<file path="src/include/etc_defs.vh">
// Constants of the edge timing control block: register map, fields, codes.
// Assumes a 32-bit APB slave with byte addresses and word-aligned registers.
`ifndef ETC_DEFS_VH
`define ETC_DEFS_VH

`define ETC_OFF_CTRL        12'h000
`define ETC_OFF_SEQ         12'h004
`define ETC_OFF_INT_STAT    12'h008
`define ETC_OFF_INT_CLR     12'h00c
`define ETC_OFF_INT_EN      12'h010
`define ETC_OFF_STATE       12'h014

`define ETC_CTRL_RESET      16'h0000
`define ETC_CTRL_MASK       16'hfffc
`define ETC_E1_MODE_BIT     15
`define ETC_E1_POL_BIT      14
`define ETC_E1_SEL_HI       13
`define ETC_E1_SEL_LO       10
`define ETC_E2_FLAG_BIT     9
`define ETC_E1_FLAG_BIT     8
`define ETC_E2_MODE_BIT     7
`define ETC_E2_POL_BIT      6
`define ETC_E2_SEL_HI       5
`define ETC_E2_SEL_LO       2

`define ETC_SRC_TIMER       4'h0
`define ETC_SRC_OCMP        4'h1
`define ETC_SRC_PIN1        4'h2
`define ETC_SRC_PIN2        4'h3
`define ETC_SRC_CMP         4'h4

`define ETC_INT_E1          0
`define ETC_INT_E2          1
`define ETC_INT_DONE        2

`endif
</file>
<file path="src/hw/etc_edge_chan.v">
// One edge channel: source select, polarity and edge or level detection.
// Assumes sources are synchronous to pclk.
`timescale 1ns/1ps
`include "etc_defs.vh"
module etc_edge_chan #(
    parameter CMP_EN = 0
) (
    input  wire       pclk,
    input  wire       presetn,
    input  wire [3:0] sel,
    input  wire       pol,
    input  wire       mode,
    input  wire       src_timer,
    input  wire       src_oc,
    input  wire       src_pin1,
    input  wire       src_pin2,
    input  wire       src_cmp,
    output wire       active,
    output wire       hit
);
    reg  src;
    reg  prev_r;
    wire lvl;
    wire prev_lvl;

    always @* begin
        case (sel)
            `ETC_SRC_TIMER: src = src_timer;
            `ETC_SRC_OCMP:  src = src_oc;
            `ETC_SRC_PIN1:  src = src_pin1;
            `ETC_SRC_PIN2:  src = src_pin2;
            `ETC_SRC_CMP:   src = (CMP_EN != 0) ? src_cmp : 1'b0;
            default:        src = 1'b0;
        endcase
    end

    assign lvl      = pol ? src : ~src;
    // Raw source history, so a polarity rewrite alone is never an edge
    assign prev_lvl = pol ? prev_r : ~prev_r;

    always @(posedge pclk or negedge presetn) begin
        if (!presetn) begin
            prev_r <= 1'b1;
        end else begin
            prev_r <= src;
        end
    end

    assign active = lvl;
    assign hit    = mode ? (lvl & ~prev_lvl) : lvl;
endmodule // etc_edge_chan

</file>
<file path="src/hw/etc_top.v">
// Edge timing control: APB registers, two edge channels, pulse and interrupt.
// Assumes trigger sources synchronous to pclk; APB master per AMBA APB.
`timescale 1ns/1ps
`include "etc_defs.vh"
module etc_top (
    input  wire        pclk,
    input  wire        presetn,
    input  wire        psel,
    input  wire        penable,
    input  wire        pwrite,
    input  wire [11:0] paddr,
    input  wire [31:0] pwdata,
    output wire [31:0] prdata,
    output wire        pready,
    output wire        pslverr,
    input  wire        timer_trig,
    input  wire        output_compare_one,
    input  wire        external_edge_pin1,
    input  wire        external_edge_pin2,
    input  wire        comparator_one_output,
    output wire        edge_pulse,
    output wire        irq
);
    localparam ST_IDLE = 3'b001;
    localparam ST_RUN  = 3'b010;
    localparam ST_DONE = 3'b100;

    reg  [15:0] ctrl_r;
    reg  [15:0] ctrl_nxt;
    reg         seq_en_r;
    reg  [2:0]  int_stat_r;
    reg  [2:0]  int_en_r;
    reg  [2:0]  state_r;
    reg  [2:0]  state_nxt;
    reg  [31:0] prdata_r;
    reg         pulse_r;
    reg         pulse_nxt;
    wire        wr;
    wire        rd;
    wire        addr_ok;
    wire        e1_hit;
    wire        e2_hit;
    wire        e1_act;
    wire        e2_act;
    wire        e1_ok;
    wire        e2_ok;
    wire        e1_flag;
    wire        e2_flag;
    wire [2:0]  ev;

    assign wr = psel & penable & pwrite;
    assign rd = psel & ~penable & ~pwrite;
    assign addr_ok = (paddr == `ETC_OFF_CTRL) | (paddr == `ETC_OFF_SEQ) |
                     (paddr == `ETC_OFF_INT_STAT) | (paddr == `ETC_OFF_INT_CLR) |
                     (paddr == `ETC_OFF_INT_EN) | (paddr == `ETC_OFF_STATE);
    assign pready  = 1'b1;
    assign pslverr = psel & penable & ~addr_ok;
    assign prdata  = prdata_r;

    etc_edge_chan #(
        .CMP_EN    (0)
    ) u_chan1 (
        .pclk      (pclk),
        .presetn   (presetn),
        .sel       (ctrl_r[`ETC_E1_SEL_HI:`ETC_E1_SEL_LO]),
        .pol       (ctrl_r[`ETC_E1_POL_BIT]),
        .mode      (ctrl_r[`ETC_E1_MODE_BIT]),
        .src_timer (timer_trig),
        .src_oc    (output_compare_one),
        .src_pin1  (external_edge_pin1),
        .src_pin2  (external_edge_pin2),
        .src_cmp   (comparator_one_output),
        .active    (e1_act),
        .hit       (e1_hit)
    );

    etc_edge_chan #(
        .CMP_EN    (1)
    ) u_chan2 (
        .pclk      (pclk),
        .presetn   (presetn),
        .sel       (ctrl_r[`ETC_E2_SEL_HI:`ETC_E2_SEL_LO]),
        .pol       (ctrl_r[`ETC_E2_POL_BIT]),
        .mode      (ctrl_r[`ETC_E2_MODE_BIT]),
        .src_timer (timer_trig),
        .src_oc    (output_compare_one),
        .src_pin1  (external_edge_pin1),
        .src_pin2  (external_edge_pin2),
        .src_cmp   (comparator_one_output),
        .active    (e2_act),
        .hit       (e2_hit)
    );

    assign e1_flag = ctrl_r[`ETC_E1_FLAG_BIT];
    assign e2_flag = ctrl_r[`ETC_E2_FLAG_BIT];
    // Second edge waits for the first when ordering is on
    assign e1_ok = e1_hit;
    assign e2_ok = e2_hit & (~seq_en_r | e1_flag);

    // Flags: hardware set wins over a software clear in the same cycle
    always @* begin
        ctrl_nxt = ctrl_r;
        if (wr && paddr == `ETC_OFF_CTRL) begin
            ctrl_nxt = pwdata[15:0] & `ETC_CTRL_MASK;
        end
        if (e1_ok) begin
            ctrl_nxt[`ETC_E1_FLAG_BIT] = 1'b1;
        end
        if (e2_ok) begin
            ctrl_nxt[`ETC_E2_FLAG_BIT] = 1'b1;
        end
    end

    // Pulse spans from first edge flag to second edge flag
    always @* begin
        state_nxt = state_r;
        pulse_nxt = 1'b0;
        case (state_r)
            ST_IDLE: begin
                if (ctrl_nxt[`ETC_E1_FLAG_BIT] && !ctrl_nxt[`ETC_E2_FLAG_BIT]) begin
                    state_nxt = ST_RUN;
                    pulse_nxt = 1'b1;
                end
            end
            ST_RUN: begin
                pulse_nxt = 1'b1;
                if (ctrl_nxt[`ETC_E2_FLAG_BIT]) begin
                    state_nxt = ST_DONE;
                    pulse_nxt = 1'b0;
                end else if (!ctrl_nxt[`ETC_E1_FLAG_BIT]) begin
                    state_nxt = ST_IDLE;
                    pulse_nxt = 1'b0;
                end
            end
            ST_DONE: begin
                if (!ctrl_nxt[`ETC_E1_FLAG_BIT] && !ctrl_nxt[`ETC_E2_FLAG_BIT]) begin
                    state_nxt = ST_IDLE;
                end
            end
            default: begin
                state_nxt = ST_IDLE;
            end
        endcase
    end

    assign ev = {(state_r == ST_RUN) & (state_nxt == ST_DONE), e2_ok, e1_ok};

    always @(posedge pclk or negedge presetn) begin
        if (!presetn) begin
            ctrl_r     <= `ETC_CTRL_RESET;
            seq_en_r   <= 1'b0;
            int_stat_r <= 3'h0;
            int_en_r   <= 3'h0;
            state_r    <= ST_IDLE;
            pulse_r    <= 1'b0;
            prdata_r   <= 32'h0000_0000;
        end else begin
            ctrl_r   <= ctrl_nxt;
            state_r  <= state_nxt;
            pulse_r  <= pulse_nxt;
            if (wr && paddr == `ETC_OFF_SEQ) begin
                seq_en_r <= pwdata[0];
            end
            if (wr && paddr == `ETC_OFF_INT_EN) begin
                int_en_r <= pwdata[2:0];
            end
            if (wr && paddr == `ETC_OFF_INT_CLR) begin
                int_stat_r <= (int_stat_r & ~pwdata[2:0]) | ev;
            end else begin
                int_stat_r <= int_stat_r | ev;
            end
            if (rd) begin
                case (paddr)
                    `ETC_OFF_CTRL:     prdata_r <= {16'h0000, ctrl_r};
                    `ETC_OFF_SEQ:      prdata_r <= {31'h0, seq_en_r};
                    `ETC_OFF_INT_STAT: prdata_r <= {29'h0, int_stat_r};
                    `ETC_OFF_INT_EN:   prdata_r <= {29'h0, int_en_r};
                    `ETC_OFF_STATE:    prdata_r <= {27'h0, e2_act, e1_act, state_r};
                    default:           prdata_r <= 32'h0000_0000;
                endcase
            end
        end
    end

    assign edge_pulse = pulse_r;
    assign irq = |(int_stat_r & int_en_r);
endmodule // etc_top

</file>
<file path="config.mk">
export PLATFORM = sky130hd
export DESIGN_NAME = etc_top
export DESIGN_NICKNAME = d
export VERILOG_FILES = /design/src/hw/etc_edge_chan.v /design/src/hw/etc_top.v
export VERILOG_INCLUDE_DIRS = /design/src /design/src/include
export SDC_FILE = /design/constraint.sdc
export NUM_CORES = 1
export LEC_CHECK = 0
export ABC_AREA = 1
export BUFFER_PORTS_ARGS = -buffer_cell sky130_fd_sc_hd__clkbuf_2
export CAP_MARGIN = 30
export CORE_MARGIN = 3
export CORE_UTILIZATION = 44
export DETAILED_ROUTE_END_ITERATION = 12
export PLACE_DENSITY = 0.84
export SYNTH_ARGS = -nofsm -noshare
export SYNTH_HDL_FRONTEND = slang
export SYNTH_SLANG_ARGS = --single-unit
</file>
<file path="constraint.sdc">
create_clock -name pclk -period 1.51 [get_ports pclk]
set_clock_uncertainty 0.2 [all_clocks]
set_input_delay 0.2265 -clock pclk [delete_from_list [all_inputs] [get_ports pclk]]
set_output_delay 0.2265 -clock pclk [all_outputs]
set_load 0.01 [all_outputs]
</file>
# [After elaboration in Yosys (flattened, before gate mapping)]
# Cells that the tools add are included.
[totals] output_inout_bits=36 mem_count=0 ff_bits=59 wordCells=90 ramBits=0 latchBits=0 input_bits=54 rom_bits=0
[op_classes] reduce_logical=12 n_bitwise=30 shift=0 magnitude_cmp=0 eq_ne=16 add_sub_neg=0 n_div=0 multipliers=0 muxes=22
[ops] cell="$pmux 16 s5" count=1
[ops] cell="$eq 12x4->1 const B" count=2
[ops] cell="$eq 12x5->1 const B" count=2
[ops] cell="$eq 4x2->1 const B" count=4
[ops] cell="$mux 3" count=5
[ops] cell="$eq 12x3->1 const B" count=1
[ops] cell="$logic_not 12->1" count=1
[ops] cell="$mux 1" count=11
[ops] cell="$mux 10" count=1
[ops] cell="$not 1->1" count=10
[ops] cell="$and 1x1->1" count=9
[ops] cell="$pmux 3 s3" count=1
[ops] cell="$eq 4x1->1 const B" count=2
[ops] cell="$logic_not 4->1" count=2
[ops] cell="$and 3x3->3" count=2
[ops] cell="$eq 3x3->1 const B" count=2
[ops] cell="$logic_and 1x1->1" count=6
[ops] cell="$or 1x1->1" count=6
[ops] cell="$or 3x3->3" count=2
[ops] cell="$pmux 1 s5" count=1
[ops] cell="$eq 4x3->1 const B" count=1
[ops] cell="$pmux 1 s4" count=1
[ops] cell="$eq 3x1->1 const B" count=1
[ops] cell="$eq 3x2->1 const B" count=1
[ops] cell="4 further kinds" count=5

# [Longest topological paths before layout]
# Gate-level depths: netlist (run 1).
[logic_depth] word_depth=16 depth_mapped=12 ltp_nobuf=12

# [Cells and area by module]
# Synthesis (run 1) repeated with hierarchy kept, for this count alone.
[hier_totals] hier_cells=312 hier_area_um2=2441.1
[by_module_without_submodules] module="etc_top" seq_area_each_um2=1027.2 cells_per_inst=254 n_inst=1 area_per_inst_um2=2102.0
[by_module_without_submodules] module="etc_edge_chan (u_chan2)" seq_area_each_um2=26.3 cells_per_inst=30 n_inst=1 area_per_inst_um2=176.4
[by_module_without_submodules] module="etc_edge_chan (u_chan1)" seq_area_each_um2=26.3 cells_per_inst=28 n_inst=1 area_per_inst_um2=162.7

# [Least setup slack after synthesis (run 1)]
# Ideal clock, no wire load.
[synth_timing] path_kind="input to output" start="input paddr[8]" end="output pslverr" required_ns=1.083 t_arrival_ns=1.153 cell_stages=6 slack_ns=-0.069 n_path_buf=1 cell_sequence="inv_1 > and3_1 > buf_4 > nand2_1 > nand4_1 > nor4_1"
[synth_between] elab_chain_cells=8 elab_cells_between_ends=13 cone_classes="eq/ne (5); bitwise (7); reduce/logical (1)"
[synth_lines] item="from (decl)" line_no="etc_top.v:11" text="input wire [11:0] paddr,"
[synth_lines] item="$eq 12x3->1 / $logic_not 12->1 (equally long branches)"
[synth_lines] item="$or 1x1->1 (4 in series)" line_no="etc_top.v:53" text="assign addr_ok = (paddr == `ETC_OFF_CTRL) | (paddr == `ETC_OFF_SEQ) |"
[synth_lines] item="$or 1x1->1 (*)" line_no="etc_top.v:53"
[synth_lines] item="$not 1->1 (*)" line_no="etc_top.v:57" text="assign pslverr = psel & penable & ~addr_ok;"
[synth_lines] item="$and 1x1->1 (*)" line_no="etc_top.v:57"
[synth_lines] item="to (decl)" line_no="etc_top.v:15" text="output wire pslverr,"
# Every way passes the cells marked *; elsewhere a longest branch is shown, timed or not.

# [Final worst setup path (run 1)]
[layout_timing] start="register ctrl_r[10]" end="register state_r[2]"
[layout_between] elab_chain_cells=11 elab_cells_between_ends=18 cone_classes="eq/ne (3); mux (9); bitwise (2); reduce/logical (4)"
[layout_lines] item="from (decl)" line_no="etc_top.v:28" text="reg [15:0] ctrl_r;"
[layout_lines] item="from (signal assigned)" line_no="etc_top.v:150" text="ctrl_r <= `ETC_CTRL_RESET;"
[layout_lines] item="from (signal assigned)" line_no="etc_top.v:158" text="ctrl_r <= ctrl_nxt;"
[layout_lines] item="$eq 4x2->1, or another cell as far along" line_no="etc_edge_chan.v:27" text="case (sel)"
[layout_lines] item="$pmux 1 s4 (*)" line_no="etc_edge_chan.v:27"
[layout_lines] item="$not 1->1" line_no="etc_edge_chan.v:37" text="assign lvl = pol ? src : ~src;"
[layout_lines] item="$mux 1 (*)" line_no="etc_edge_chan.v:37"
[layout_lines] item="$and 1x1->1" line_no="etc_edge_chan.v:50" text="assign hit = mode ? (lvl & ~prev_lvl) : lvl;"
[layout_lines] item="$mux 1 (*)" line_no="etc_edge_chan.v:50"
[layout_lines] item="$mux 1 (*)" line_no="etc_top.v:106" text="if (e1_ok) begin"
[layout_lines] item="named net ctrl_nxt[8]" line_no="etc_top.v:29" text="reg [15:0] ctrl_nxt;"
[layout_lines] item="$logic_not 1->1" line_no="etc_top.v:136" text="if (!ctrl_nxt[`ETC_E1_FLAG_BIT] && !ctrl_nxt[`ETC_E2_FLAG_BIT]) begin"
[layout_lines] item="$logic_and 1x1->1" line_no="etc_top.v:136"
[layout_lines] item="$mux 3" line_no="etc_top.v:136"
[layout_lines] item="$pmux 3 s3 (*)" line_no="etc_top.v:118" text="case (state_r)"
[layout_lines] item="named net state_nxt[2]" line_no="etc_top.v:34" text="reg [2:0] state_nxt;"
[layout_lines] item="to (signal assigned)" line_no="etc_top.v:159" text="state_r <= state_nxt;"
[layout_lines] item="to (decl)" line_no="etc_top.v:33" text="reg [2:0] state_r;"
# The timed path passes the listed nets; every way through them passes the cells marked *.
# A chain may end at the register's enable or synchronous reset.

==> report_table.html, run 1 <==
<table>
<tr><th>Metric</th><th>Value</th></tr>
<tr><th colspan="2">Detailed routing</th></tr>
<tr><td>Detailed router's first-iteration violation count</td><td>303</td></tr>
<tr><td>DR pass1 iterations</td><td>6</td></tr>
<tr><td>Post-Route WL</td><td>7140 um</td></tr>
<tr><td>Routed wirelength normalized by instance count</td><td>15.6 um</td></tr>
<tr><td>Total vias in the final route</td><td>2,394</td></tr>
<tr><td>Remaining design rule violation count</td><td>0</td></tr>
<tr><td>Antenna Violating Nets Remaining</td><td>0</td></tr>
<tr><td>Vias/cell</td><td>5.23</td></tr>
<tr><th colspan="2">Finish</th></tr>
<tr><td>Layout overhead on the synthesized area</td><td>42.1%</td></tr>
<tr><td>Commonest non-fill, non-tap cell in the layout</td><td>sky130_fd_sc_hd__nand2_1</td></tr>
<tr><td>Final non-filler cell total</td><td>458</td></tr>
<tr><td>Final net count</td><td>444</td></tr>
<tr><td>Utilization of the core after routing</td><td>67.3%</td></tr>
<tr><td>Commonest non-fill, non-tap cells in the layout</td><td>sky130_fd_sc_hd__nand2_1, sky130_fd_sc_hd__clkbuf_2, sky130_fd_sc_hd__dfrtp_1</td></tr>
<tr><td>Diode insertion count for antenna repair</td><td>0</td></tr>
<tr><td>Fraction of final layout cells with drive strength greater than 1</td><td>41.7%</td></tr>
<tr><th colspan="2">Pwr</th></tr>
<tr><td>Total power per unit cell area</td><td>638 nW/um^2</td></tr>
<tr><td>Largest vdd supply drop</td><td>434 uV</td></tr>
<tr><td>Post-route total power</td><td>2.12 mW</td></tr>
<tr><td>Leak</td><td>1.71 nW</td></tr>
<tr><th colspan="2">Global routing</th></tr>
<tr><td>Residual overflow from global routing</td><td>0</td></tr>
<tr><td>Largest net degree at the start of global routing</td><td>44</td></tr>
<tr><td>Number of global-route vias before repair</td><td>2,106</td></tr>
<tr><td>Number of antenna violations at the first check in global routing</td><td>0</td></tr>
<tr><td>Combined global-route utilization of all metal layers</td><td>19.8%</td></tr>
<tr><td>Global-route wire length before repair</td><td>9610 um</td></tr>
<tr><th colspan="2">Timing</th></tr>
<tr><td>Worst-case hold slack</td><td>25.4 ps</td></tr>
<tr><td>Upper clock frequency limit</td><td>572 MHz</td></tr>
<tr><td>Setup repair after global routing missed its margin</td><td>yes</td></tr>
<tr><td>Max Slew Vio Count</td><td>0</td></tr>
<tr><td>Period utilisation layout</td><td>116%</td></tr>
<tr><td>Shortest period the worst path allows</td><td>1750 ps</td></tr>
<tr><td>Post-Route Setup TNS</td><td>-1730 ps</td></tr>
<tr><td>Setup violation total in the final timing report</td><td>12</td></tr>
<tr><td>Minimum setup slack in the final design</td><td>-240 ps</td></tr>
<tr><td>Hold Fails Final Rpt</td><td>0</td></tr>
<tr><th colspan="2">Setup path</th></tr>
<tr><td>Crit path buf inv count</td><td>2</td></tr>
<tr><td>Cells along the critical path</td><td>inv_2 -&gt; nand2_2 -&gt; nand3_4 -&gt; nand3_4 -&gt; nand2_2 -&gt; nand2_4 -&gt; o21ai_4 -&gt; nand2_2 -&gt; inv_2 -&gt; nand3_2 -&gt; nand2_1 -&gt; nor2_1</td></tr>
<tr><td>Worst r2r src</td><td>ctrl_r[10]</td></tr>
<tr><td>CP startpoint kind</td><td>flop</td></tr>
<tr><td>Arrival time worst endpoint</td><td>1740 ps</td></tr>
<tr><td>Cell mode on critical path</td><td>sky130_fd_sc_hd__nand2_2</td></tr>
<tr><td>Critical-path cell with the highest stage delay</td><td>sky130_fd_sc_hd__dfrtp_1</td></tr>
<tr><td>Critical path startpoint</td><td>ctrl_r[10]</td></tr>
<tr><td>Path type of the worst setup path</td><td>flop to flop</td></tr>
<tr><td>Critical path peak fanout</td><td>4</td></tr>
<tr><td>Kind of capture point of the worst setup path</td><td>flop</td></tr>
<tr><td>Stage delay of the slowest cell on the critical path</td><td>440 ps</td></tr>
<tr><td>Delay-heaviest family, CP</td><td>simple AND/OR/NAND/NOR gates</td></tr>
<tr><td>Critical path required time</td><td>1500 ps</td></tr>
<tr><th colspan="2">Floorplan</th></tr>
<tr><td>Die Height</td><td>78.9 um</td></tr>
<tr><td>Area of the core</td><td>4940 sq um</td></tr>
<tr><td>Die boundary width</td><td>78.9 um</td></tr>
<tr><td>Die Outline Area</td><td>6230 sq um</td></tr>
<tr><td># rows</td><td>25</td></tr>
<tr><td>Number of top-level design ports</td><td>90</td></tr>
<tr><td>Starting Density</td><td>47.3%</td></tr>
<tr><th colspan="2">Placed design</th></tr>
<tr><td>Port Buf Inserts</td><td>56</td></tr>
<tr><td>Routability-driven placement congestion ratio</td><td>0.901</td></tr>
<tr><td>Placed cell count</td><td>424</td></tr>
<tr><td>Half-perimeter wire length of the detailed placement result</td><td>3970 um</td></tr>
<tr><th colspan="2">Synthesis</th></tr>
<tr><td>Yosys synthesis warning count</td><td>0</td></tr>
<tr><td>Dominant combinational cell family by area after synthesis</td><td>simple AND/OR/NAND/NOR gates</td></tr>
<tr><td>Post-Synthesis Cells</td><td>288</td></tr>
<tr><td>Compound-gate portion of the synthesized area</td><td>11.0%</td></tr>
<tr><td>Post-synthesis adder-cell area fraction</td><td>0%</td></tr>
<tr><td>Netlist Area Pre-Place</td><td>2340 sq um</td></tr>
<tr><td>Post-synthesis simple-gate area fraction</td><td>28.2%</td></tr>
<tr><td>Post-Synth XOR/XNOR Area</td><td>0.374%</td></tr>
<tr><td>Multiplexer share of the synthesized area</td><td>0%</td></tr>
<tr><td>Sequential-to-total area share from yosys stat</td><td>46.1%</td></tr>
<tr><td>Mean instance size in the synthesized netlist</td><td>8.12 sq um</td></tr>
<tr><td>Unique cell type count in the Yosys netlist</td><td>32</td></tr>
<tr><td>Number of register bits inferred by synthesis</td><td>43</td></tr>
<tr><th colspan="2">Status</th></tr>
<tr><td>Failing checks</td><td>negative setup slack</td></tr>
<tr><td>Status</td><td>complete, but fails checks</td></tr>
<tr><th colspan="2">Hold path</th></tr>
<tr><td>Min-delay src</td><td>pwdata[2]</td></tr>
<tr><td>Classification of the worst-slack hold path</td><td>input port to flop</td></tr>
<tr><th colspan="2">Clock tree</th></tr>
<tr><td>Clock latency of the later-clocked register in the worst-skew pair</td><td>300 ps</td></tr>
<tr><td>Sink Count</td><td>43</td></tr>
<tr><td>TritonCTS clock tree</td><td>done</td></tr>
<tr><td>Clock-pin slew on the worst setup and hold paths</td><td>90 ps</td></tr>
<tr><td>Num CTS Buffers</td><td>5</td></tr>
<tr><td>Number of levels in the clock H-tree</td><td>2</td></tr>
<tr><td>Root Buffer Master</td><td>sky130_fd_sc_hd__clkbuf_8</td></tr>
<tr><td>Number of buffers on the longest clock path</td><td>2</td></tr>
<tr><th colspan="2">Job</th></tr>
<tr><td>Max capacitance violation total</td><td>0</td></tr>
</table>
cell usage after synthesis (all sizes together):
cell	number	area, sq um
o21ai	27	139
inv	45	169
o31ai	11	82.6
dfrtp	40	1000
clkbuf	1	3.75
o221ai	1	8.76
and3	1	6.26
o2111ai	1	8.76
a21oi	2	17.5
nand4	6	37.5
nor4	1	6.26
nand3	18	125
buf	22	155
nor3	6	46.3
conb	2	7.51
xor2	1	8.76
nand2	83	322
nor2	13	78.8
nor3b	2	25.0
or2	2	12.5
dfstp	3	78.8
state kept, by name (all words and copies together), names as in the netlist:
signal / cells
u_chan1.prev_r: 1
prdata: 16
ctrl_r: 14
int_en_r: 3
u_chan2.prev_r: 1
state_r: 3
edge_pulse: 1
seq_en_r: 1
int_stat_r: 3
per-stage QoR:
step / instance area (sq um) / setup slack [ps]
6_report: 3330 / -240
5_1_grt: 3330 / -297
4_1_cts: 3060 / -164
3_5_place_dp: 2790 / -266
3_3_place_gp: 2790 / -211
2_1_floorplan: 2400 / 0.930
kinds of logic after synthesis:
| kind of cell | after synthesis |
|---|---|
| simple gates | 132 |
| buf+inv | 68 |
| flops | 43 |
| compound gates | 42 |
| other cells | 2 |
| xor+xnor | 1 |
routing by layer:
layer  global-route usage, %  wire length (um)  up-vias  part of all wire [%]
li1                        -                 -     1096                     -
met5                       0                 0        -                     0
met2                    32.6              3450      138                    48
met1                    24.5              2770     1127                    39
met3                    3.97               549       33                   7.7
met4                    10.7               368        0                   5.2
report_power, final:
part	total, mW	leakage [nW]	internal (mW)	switching (mW)
sequential	1.16	0.527	1.16	0.00417
combinational	0.244	1.14	0.0996	0.144
clock	0.718	0.0422	0.325	0.392
total	2.12	1.71	1.58	0.541
worst register-to-register path: cells and delay by family (launching register included):
| family | cells | cell delay (ps) |
|---|---|---|
| AO/OA/AOI/OAI | 1 | 90 |
| buffers and inverters | 2 | 210 |
| flip-flops | 1 | 440 |
| AND/OR/NAND/NOR | 9 | 710 |
timing repair:
item	4_1_cts	5_1_grt
setup endpoints to repair	10	13
resized for setup	10	51
pin swaps	3	19
cloned	0	1
buffers inserted	3	10
endpoints found under the hold margin	55	0
hold buffers	13	0
path summary, 6_finish.rpt:
path                       depth (start not counted)           to  slack (ps)
min in group asynchronous                          3   prdata[11]         250
min                                                3  int_en_r[2]          30
max in group asynchronous                          3   state_r[0]         570
max                                               12   state_r[2]        -240
max reg2reg                                       12   state_r[2]        -240
min reg2reg                                        2    prdata[1]         280
layout make-up:
class | instances | area (sq um)
sequential | 43 | 1080
tap | 67 | 83.8
clock buffer | 7 | 76.3
timing repair buffer | 102 | 704
fill | 377 | 1620
multi-input combinational | 193 | 1210
inverter | 45 | 169
clock inverter | 1 | 5.00
Note: power is estimated with default switching activity, not from simulation.
==> run 2: changes to the inputs <==
--- a/config.mk
+++ b/config.mk
@@ -6,13 +6,13 @@
 export SDC_FILE = /design/constraint.sdc
 export NUM_CORES = 1
 export LEC_CHECK = 0
-export ABC_AREA = 1
+export ABC_AREA = 0
 export BUFFER_PORTS_ARGS = -buffer_cell sky130_fd_sc_hd__clkbuf_2
 export CAP_MARGIN = 30
 export CORE_MARGIN = 3
-export CORE_UTILIZATION = 44
+export CORE_UTILIZATION = 43
 export DETAILED_ROUTE_END_ITERATION = 12
-export PLACE_DENSITY = 0.84
+export PLACE_DENSITY = 0.83
 export SYNTH_ARGS = -nofsm -noshare
 export SYNTH_HDL_FRONTEND = slang
 export SYNTH_SLANG_ARGS = --single-unit
==> report_table.html, run 2 <==
<table>
<tr><th>Metric</th><th>Value</th></tr>
<tr><th colspan="2">Detailed routing</th></tr>
<tr><td>Antenna Violating Nets Remaining</td><td>0 (unchanged)</td></tr>
<tr><td>Detailed router's first-iteration violation count</td><td>158 (-48%)</td></tr>
<tr><td>Total vias in the final route</td><td>2,073 (-13%)</td></tr>
<tr><td>Post-Route WL</td><td>7470 um (+4.6%)</td></tr>
<tr><td>Routed wirelength normalized by instance count</td><td>19.3 um (+24%)</td></tr>
<tr><td>Remaining design rule violation count</td><td>0 (unchanged)</td></tr>
<tr><td>DR pass1 iterations</td><td>4 (-2)</td></tr>
<tr><td>Vias/cell</td><td>5.37 (+2.7%)</td></tr>
<tr><th colspan="2">Floorplan</th></tr>
<tr><td>Die Outline Area</td><td>6010 sq um (-3.6%)</td></tr>
<tr><td># rows</td><td>25 (unchanged)</td></tr>
<tr><td>Number of top-level design ports</td><td>90 (unchanged)</td></tr>
<tr><td>Die Height</td><td>77.5 um (-1.8%)</td></tr>
<tr><td>Area of the core</td><td>4820 sq um (-2.5%)</td></tr>
<tr><td>Die boundary width</td><td>77.5 um (-1.8%)</td></tr>
<tr><td>Starting Density</td><td>45.6% (-1.7 points)</td></tr>
<tr><th colspan="2">Setup path</th></tr>
<tr><td>Critical path required time</td><td>1500 ps (about the same)</td></tr>
<tr><td>Worst r2r src</td><td>ctrl_r[12]</td></tr>
<tr><td>End of the worst register-to-register path</td><td>state_r[0]</td></tr>
<tr><td>Cell depth of the worst flop-to-flop path</td><td>7 (-5)</td></tr>
<tr><td>FF-to-FF setup slack</td><td>-650 ps (-410 ps)</td></tr>
<tr><td>Critical path peak fanout</td><td>5 (+1)</td></tr>
<tr><td>Critical path endpoint</td><td>int_en_r[1]</td></tr>
<tr><td>Critical path startpoint</td><td>paddr[9]</td></tr>
<tr><td>Arrival time worst endpoint</td><td>2310 ps (+570 ps)</td></tr>
<tr><td>Kind of capture point of the worst setup path</td><td>flop</td></tr>
<tr><td>Path type of the worst setup path</td><td>input port to flop</td></tr>
<tr><td>CP startpoint kind</td><td>input port</td></tr>
<tr><th colspan="2">Clock tree</th></tr>
<tr><td>Sink Count</td><td>43 (unchanged)</td></tr>
<tr><td>Root Buffer Master</td><td>sky130_fd_sc_hd__clkbuf_8</td></tr>
<tr><td>Clock-pin slew on the worst setup and hold paths</td><td>90 ps (about the same)</td></tr>
<tr><td>Num CTS Buffers</td><td>5 (unchanged)</td></tr>
<tr><td>Number of levels in the clock H-tree</td><td>2 (unchanged)</td></tr>
<tr><td>Number of buffers on the longest clock path</td><td>2 (unchanged)</td></tr>
<tr><td>Clock latency of the later-clocked register in the worst-skew pair</td><td>310 ps (about the same)</td></tr>
<tr><td>TritonCTS clock tree</td><td>done</td></tr>
<tr><th colspan="2">Hold path</th></tr>
<tr><td>WHS Path Cells</td><td>3 (unchanged)</td></tr>
<tr><td>Classification of the worst-slack hold path</td><td>input port to flop</td></tr>
<tr><th colspan="2">Synthesis</th></tr>
<tr><td>Unique cell type count in the Yosys netlist</td><td>47 (+47%)</td></tr>
<tr><td>Number of register bits inferred by synthesis</td><td>43 (unchanged)</td></tr>
<tr><td>Fraction of post-synthesis cell area in the top cell type by area</td><td>45.5% (+2.8 points)</td></tr>
<tr><td>Post-synth EDFFs</td><td>0 (unchanged)</td></tr>
<tr><td>Yosys synthesis warning count</td><td>0 (unchanged)</td></tr>
<tr><td>Top cells by area in the synthesized netlist</td><td>sky130_fd_sc_hd__dfrtp_1, sky130_fd_sc_hd__mux2_2, sky130_fd_sc_hd__buf_4, sky130_fd_sc_hd__a22o_1, sky130_fd_sc_hd__dfstp_2</td></tr>
<tr><td>Sequential-to-total area share from yosys stat</td><td>49.1% (+3.0 points)</td></tr>
<tr><td>Netlist Area Pre-Place</td><td>2200 sq um (-6.0%)</td></tr>
<tr><td>Predominant post-synthesis flop cell</td><td>sky130_fd_sc_hd__dfrtp_1</td></tr>
<tr><td>Cell with the most instances after synthesis</td><td>sky130_fd_sc_hd__dfrtp_1</td></tr>
<tr><td>Top cells by instance count after synthesis</td><td>sky130_fd_sc_hd__dfrtp_1, sky130_fd_sc_hd__buf_4, sky130_fd_sc_hd__nand2_1</td></tr>
<tr><td>Post-synth top area cell</td><td>sky130_fd_sc_hd__dfrtp_1</td></tr>
<tr><td>Fraction of registers with async set/reset</td><td>100% (unchanged)</td></tr>
<tr><td>Post-Synthesis Cells</td><td>189 (-34%)</td></tr>
<tr><td>Mean instance size in the synthesized netlist</td><td>11.6 sq um (+43%)</td></tr>
<tr><th colspan="2">Placed design</th></tr>
<tr><td>Pre-CTS worst setup slack</td><td>-927 ps (-661 ps)</td></tr>
<tr><td>Half-perimeter wire length of the detailed placement result</td><td>4040 um (+1.7%)</td></tr>
<tr><td>Post-DP Area</td><td>2850 sq um (+2.2%)</td></tr>
<tr><td>Port Buf Inserts</td><td>56 (unchanged)</td></tr>
<tr><td>Routability-driven placement congestion ratio</td><td>0.803 (-11%)</td></tr>
<tr><th colspan="2">Global routing</th></tr>
<tr><td>Number of antenna violations at the first check in global routing</td><td>1 (+1)</td></tr>
<tr><td>Combined global-route utilization of all metal layers</td><td>24.3% (+4.5 points)</td></tr>
<tr><td>Global-route wire length before repair</td><td>11,300 um (+18%)</td></tr>
<tr><td>Largest net degree at the start of global routing</td><td>21 (-52%)</td></tr>
<tr><td>Number of global-route vias before repair</td><td>2,090 (-0.76%)</td></tr>
<tr><td>Residual overflow from global routing</td><td>0 (unchanged)</td></tr>
<tr><th colspan="2">Finish</th></tr>
<tr><td>Flip-flop count of the largest register, all copies and words added</td><td>16 (unchanged)</td></tr>
<tr><td>Final net count</td><td>371 (-16%)</td></tr>
<tr><td>Fraction of final layout cells with drive strength greater than 1</td><td>54.1% (+12 points)</td></tr>
<tr><td>Finished Cell Area</td><td>3450 sq um (+3.7%)</td></tr>
<tr><td>Commonest non-fill, non-tap cells in the layout</td><td>sky130_fd_sc_hd__clkbuf_2, sky130_fd_sc_hd__buf_4, sky130_fd_sc_hd__dfrtp_1</td></tr>
<tr><td>Layout overhead on the synthesized area</td><td>56.9%</td></tr>
<tr><td>Commonest non-fill, non-tap cell in the layout</td><td>sky130_fd_sc_hd__clkbuf_2</td></tr>
<tr><td># fillers</td><td>316 (-16%)</td></tr>
<tr><th colspan="2">Status</th></tr>
<tr><td>Status</td><td>complete, but fails checks</td></tr>
<tr><td>Failing checks</td><td>negative setup slack</td></tr>
<tr><th colspan="2">Timing</th></tr>
<tr><td>Shortest period the worst path allows</td><td>2310 ps (+562 ps)</td></tr>
<tr><td>Hold Fails Final Rpt</td><td>0 (unchanged)</td></tr>
<tr><td>Worst-case hold slack</td><td>14.8 ps (-10.5 ps)</td></tr>
<tr><td>Setup violation total in the final timing report</td><td>44 (+32)</td></tr>
<tr><td>Period utilisation layout</td><td>153% (+37 points)</td></tr>
<tr><td>Max Slew Vio Count</td><td>0 (unchanged)</td></tr>
<tr><td>Upper clock frequency limit</td><td>433 MHz (-24%)</td></tr>
<tr><td>Minimum setup slack in the final design</td><td>-802 ps (-562 ps)</td></tr>
<tr><td>Post-Route Setup TNS</td><td>-25,420 ps (-23,690 ps)</td></tr>
<tr><td>Setup repair after global routing missed its margin</td><td>yes</td></tr>
<tr><th colspan="2">Pwr</th></tr>
<tr><td>Leak</td><td>1.69 nW (-1.0%)</td></tr>
<tr><td>Post-route total power</td><td>2.20 mW (+3.5%)</td></tr>
<tr><td>Largest vdd supply drop</td><td>647 uV (+49%)</td></tr>
<tr><td>Total power per unit cell area</td><td>637 nW/um^2 (-0.14%)</td></tr>
<tr><th colspan="2">Job</th></tr>
<tr><td>Max capacitance violation total</td><td>0 (unchanged)</td></tr>
</table>
==> run 2: changes by cell type after synthesis, sizes merged, moves of 6 or more <==
cell   before  now
a21oi       2    8
a22o        0   12
inv        45    5
mux2        0   17
mux2i       0    7
nand2      83   16
nand3      18    2
nor2       13    2
o21ai      27    5
o31ai      11    1
==> run 2: layout make-up <==
class                      instances  area, sq um  area share (%)
timing repair buffer             130          971            28.2
clock inverter                     3         23.8           0.689
multi-input combinational        132         1200            34.8
clock buffer                       5         68.8            2.00
tap                               67         83.8            2.43
sequential                        43         1080            31.3
inverter                           5         18.8           0.544
antenna                            1         2.50          0.0726
==> run 2: how the worst min path moves through the flow <==
stage | to | start | slack [ps]
2_1_floorplan | ctrl_r[10] | presetn | -270
3_3_place_gp | prdata[6] | presetn | -70
3_5_place_dp | prdata[6] | presetn | -70
4_1_cts | seq_en_r | pwdata[0] | 4
5_1_grt | seq_en_r | pwdata[0] | 10
6_report | ctrl_r[8] | pwdata[8] | 10
==> run 2: what timing repair did <==
action	in CTS	in global routing
pin swaps	19	16
gates cloned	2	0
setup buffers	12	9
hold buffers	14	0
resized for setup	32	21
setup endpoints to repair	45	45
hold endpoints to repair	55	0
==> run 2: cells by family after synthesis <==
group | Yosys count | synth area share (%)
AO/OA/AOI/OAI | 38 | 12.7
buffers and inverters | 29 | 8.65
AND/OR/NAND/NOR | 50 | 15.6
multiplexers | 24 | 12.4
flip-flops | 43 | 49.1
other | 2 | 0.342
XOR/XNOR | 3 | 1.20
==> run 2: report_power, final <==
group          internal (mW)  switching (mW)  total [mW]  leakage, nW
Combinational          0.126           0.142       0.267         1.08
Clock                  0.331           0.440       0.770       0.0408
Sequential              1.16         0.00285        1.16        0.564
==> run 2: metrics by stage <==
step	util, %	std cells
global placement	59.2	346
finish	71.6	386
global route	71.6	386
CTS	69.8	380
floorplan	-	204
detailed placement	59.2	346
==> run 2: layer usage <==
metal | up-vias | global-route usage [%] | wire length (um)
met3 | 25 | 4.29 | 378
met5 | - | 0 | 0
met2 | 90 | 41.6 | 3770
met1 | 1037 | 30.8 | 3040
met4 | 0 | 8.90 | 285
li1 | 921 | - | -
==> run 2: critical path, cell delays in order <==
cell                      delay (ps)
sky130_fd_sc_hd__buf_6            90
sky130_fd_sc_hd__or4_4           540
sky130_fd_sc_hd__or4_4           560
sky130_fd_sc_hd__buf_12          160
sky130_fd_sc_hd__nor3b_4         210
sky130_fd_sc_hd__and2b_4         220
sky130_fd_sc_hd__mux2_4          310
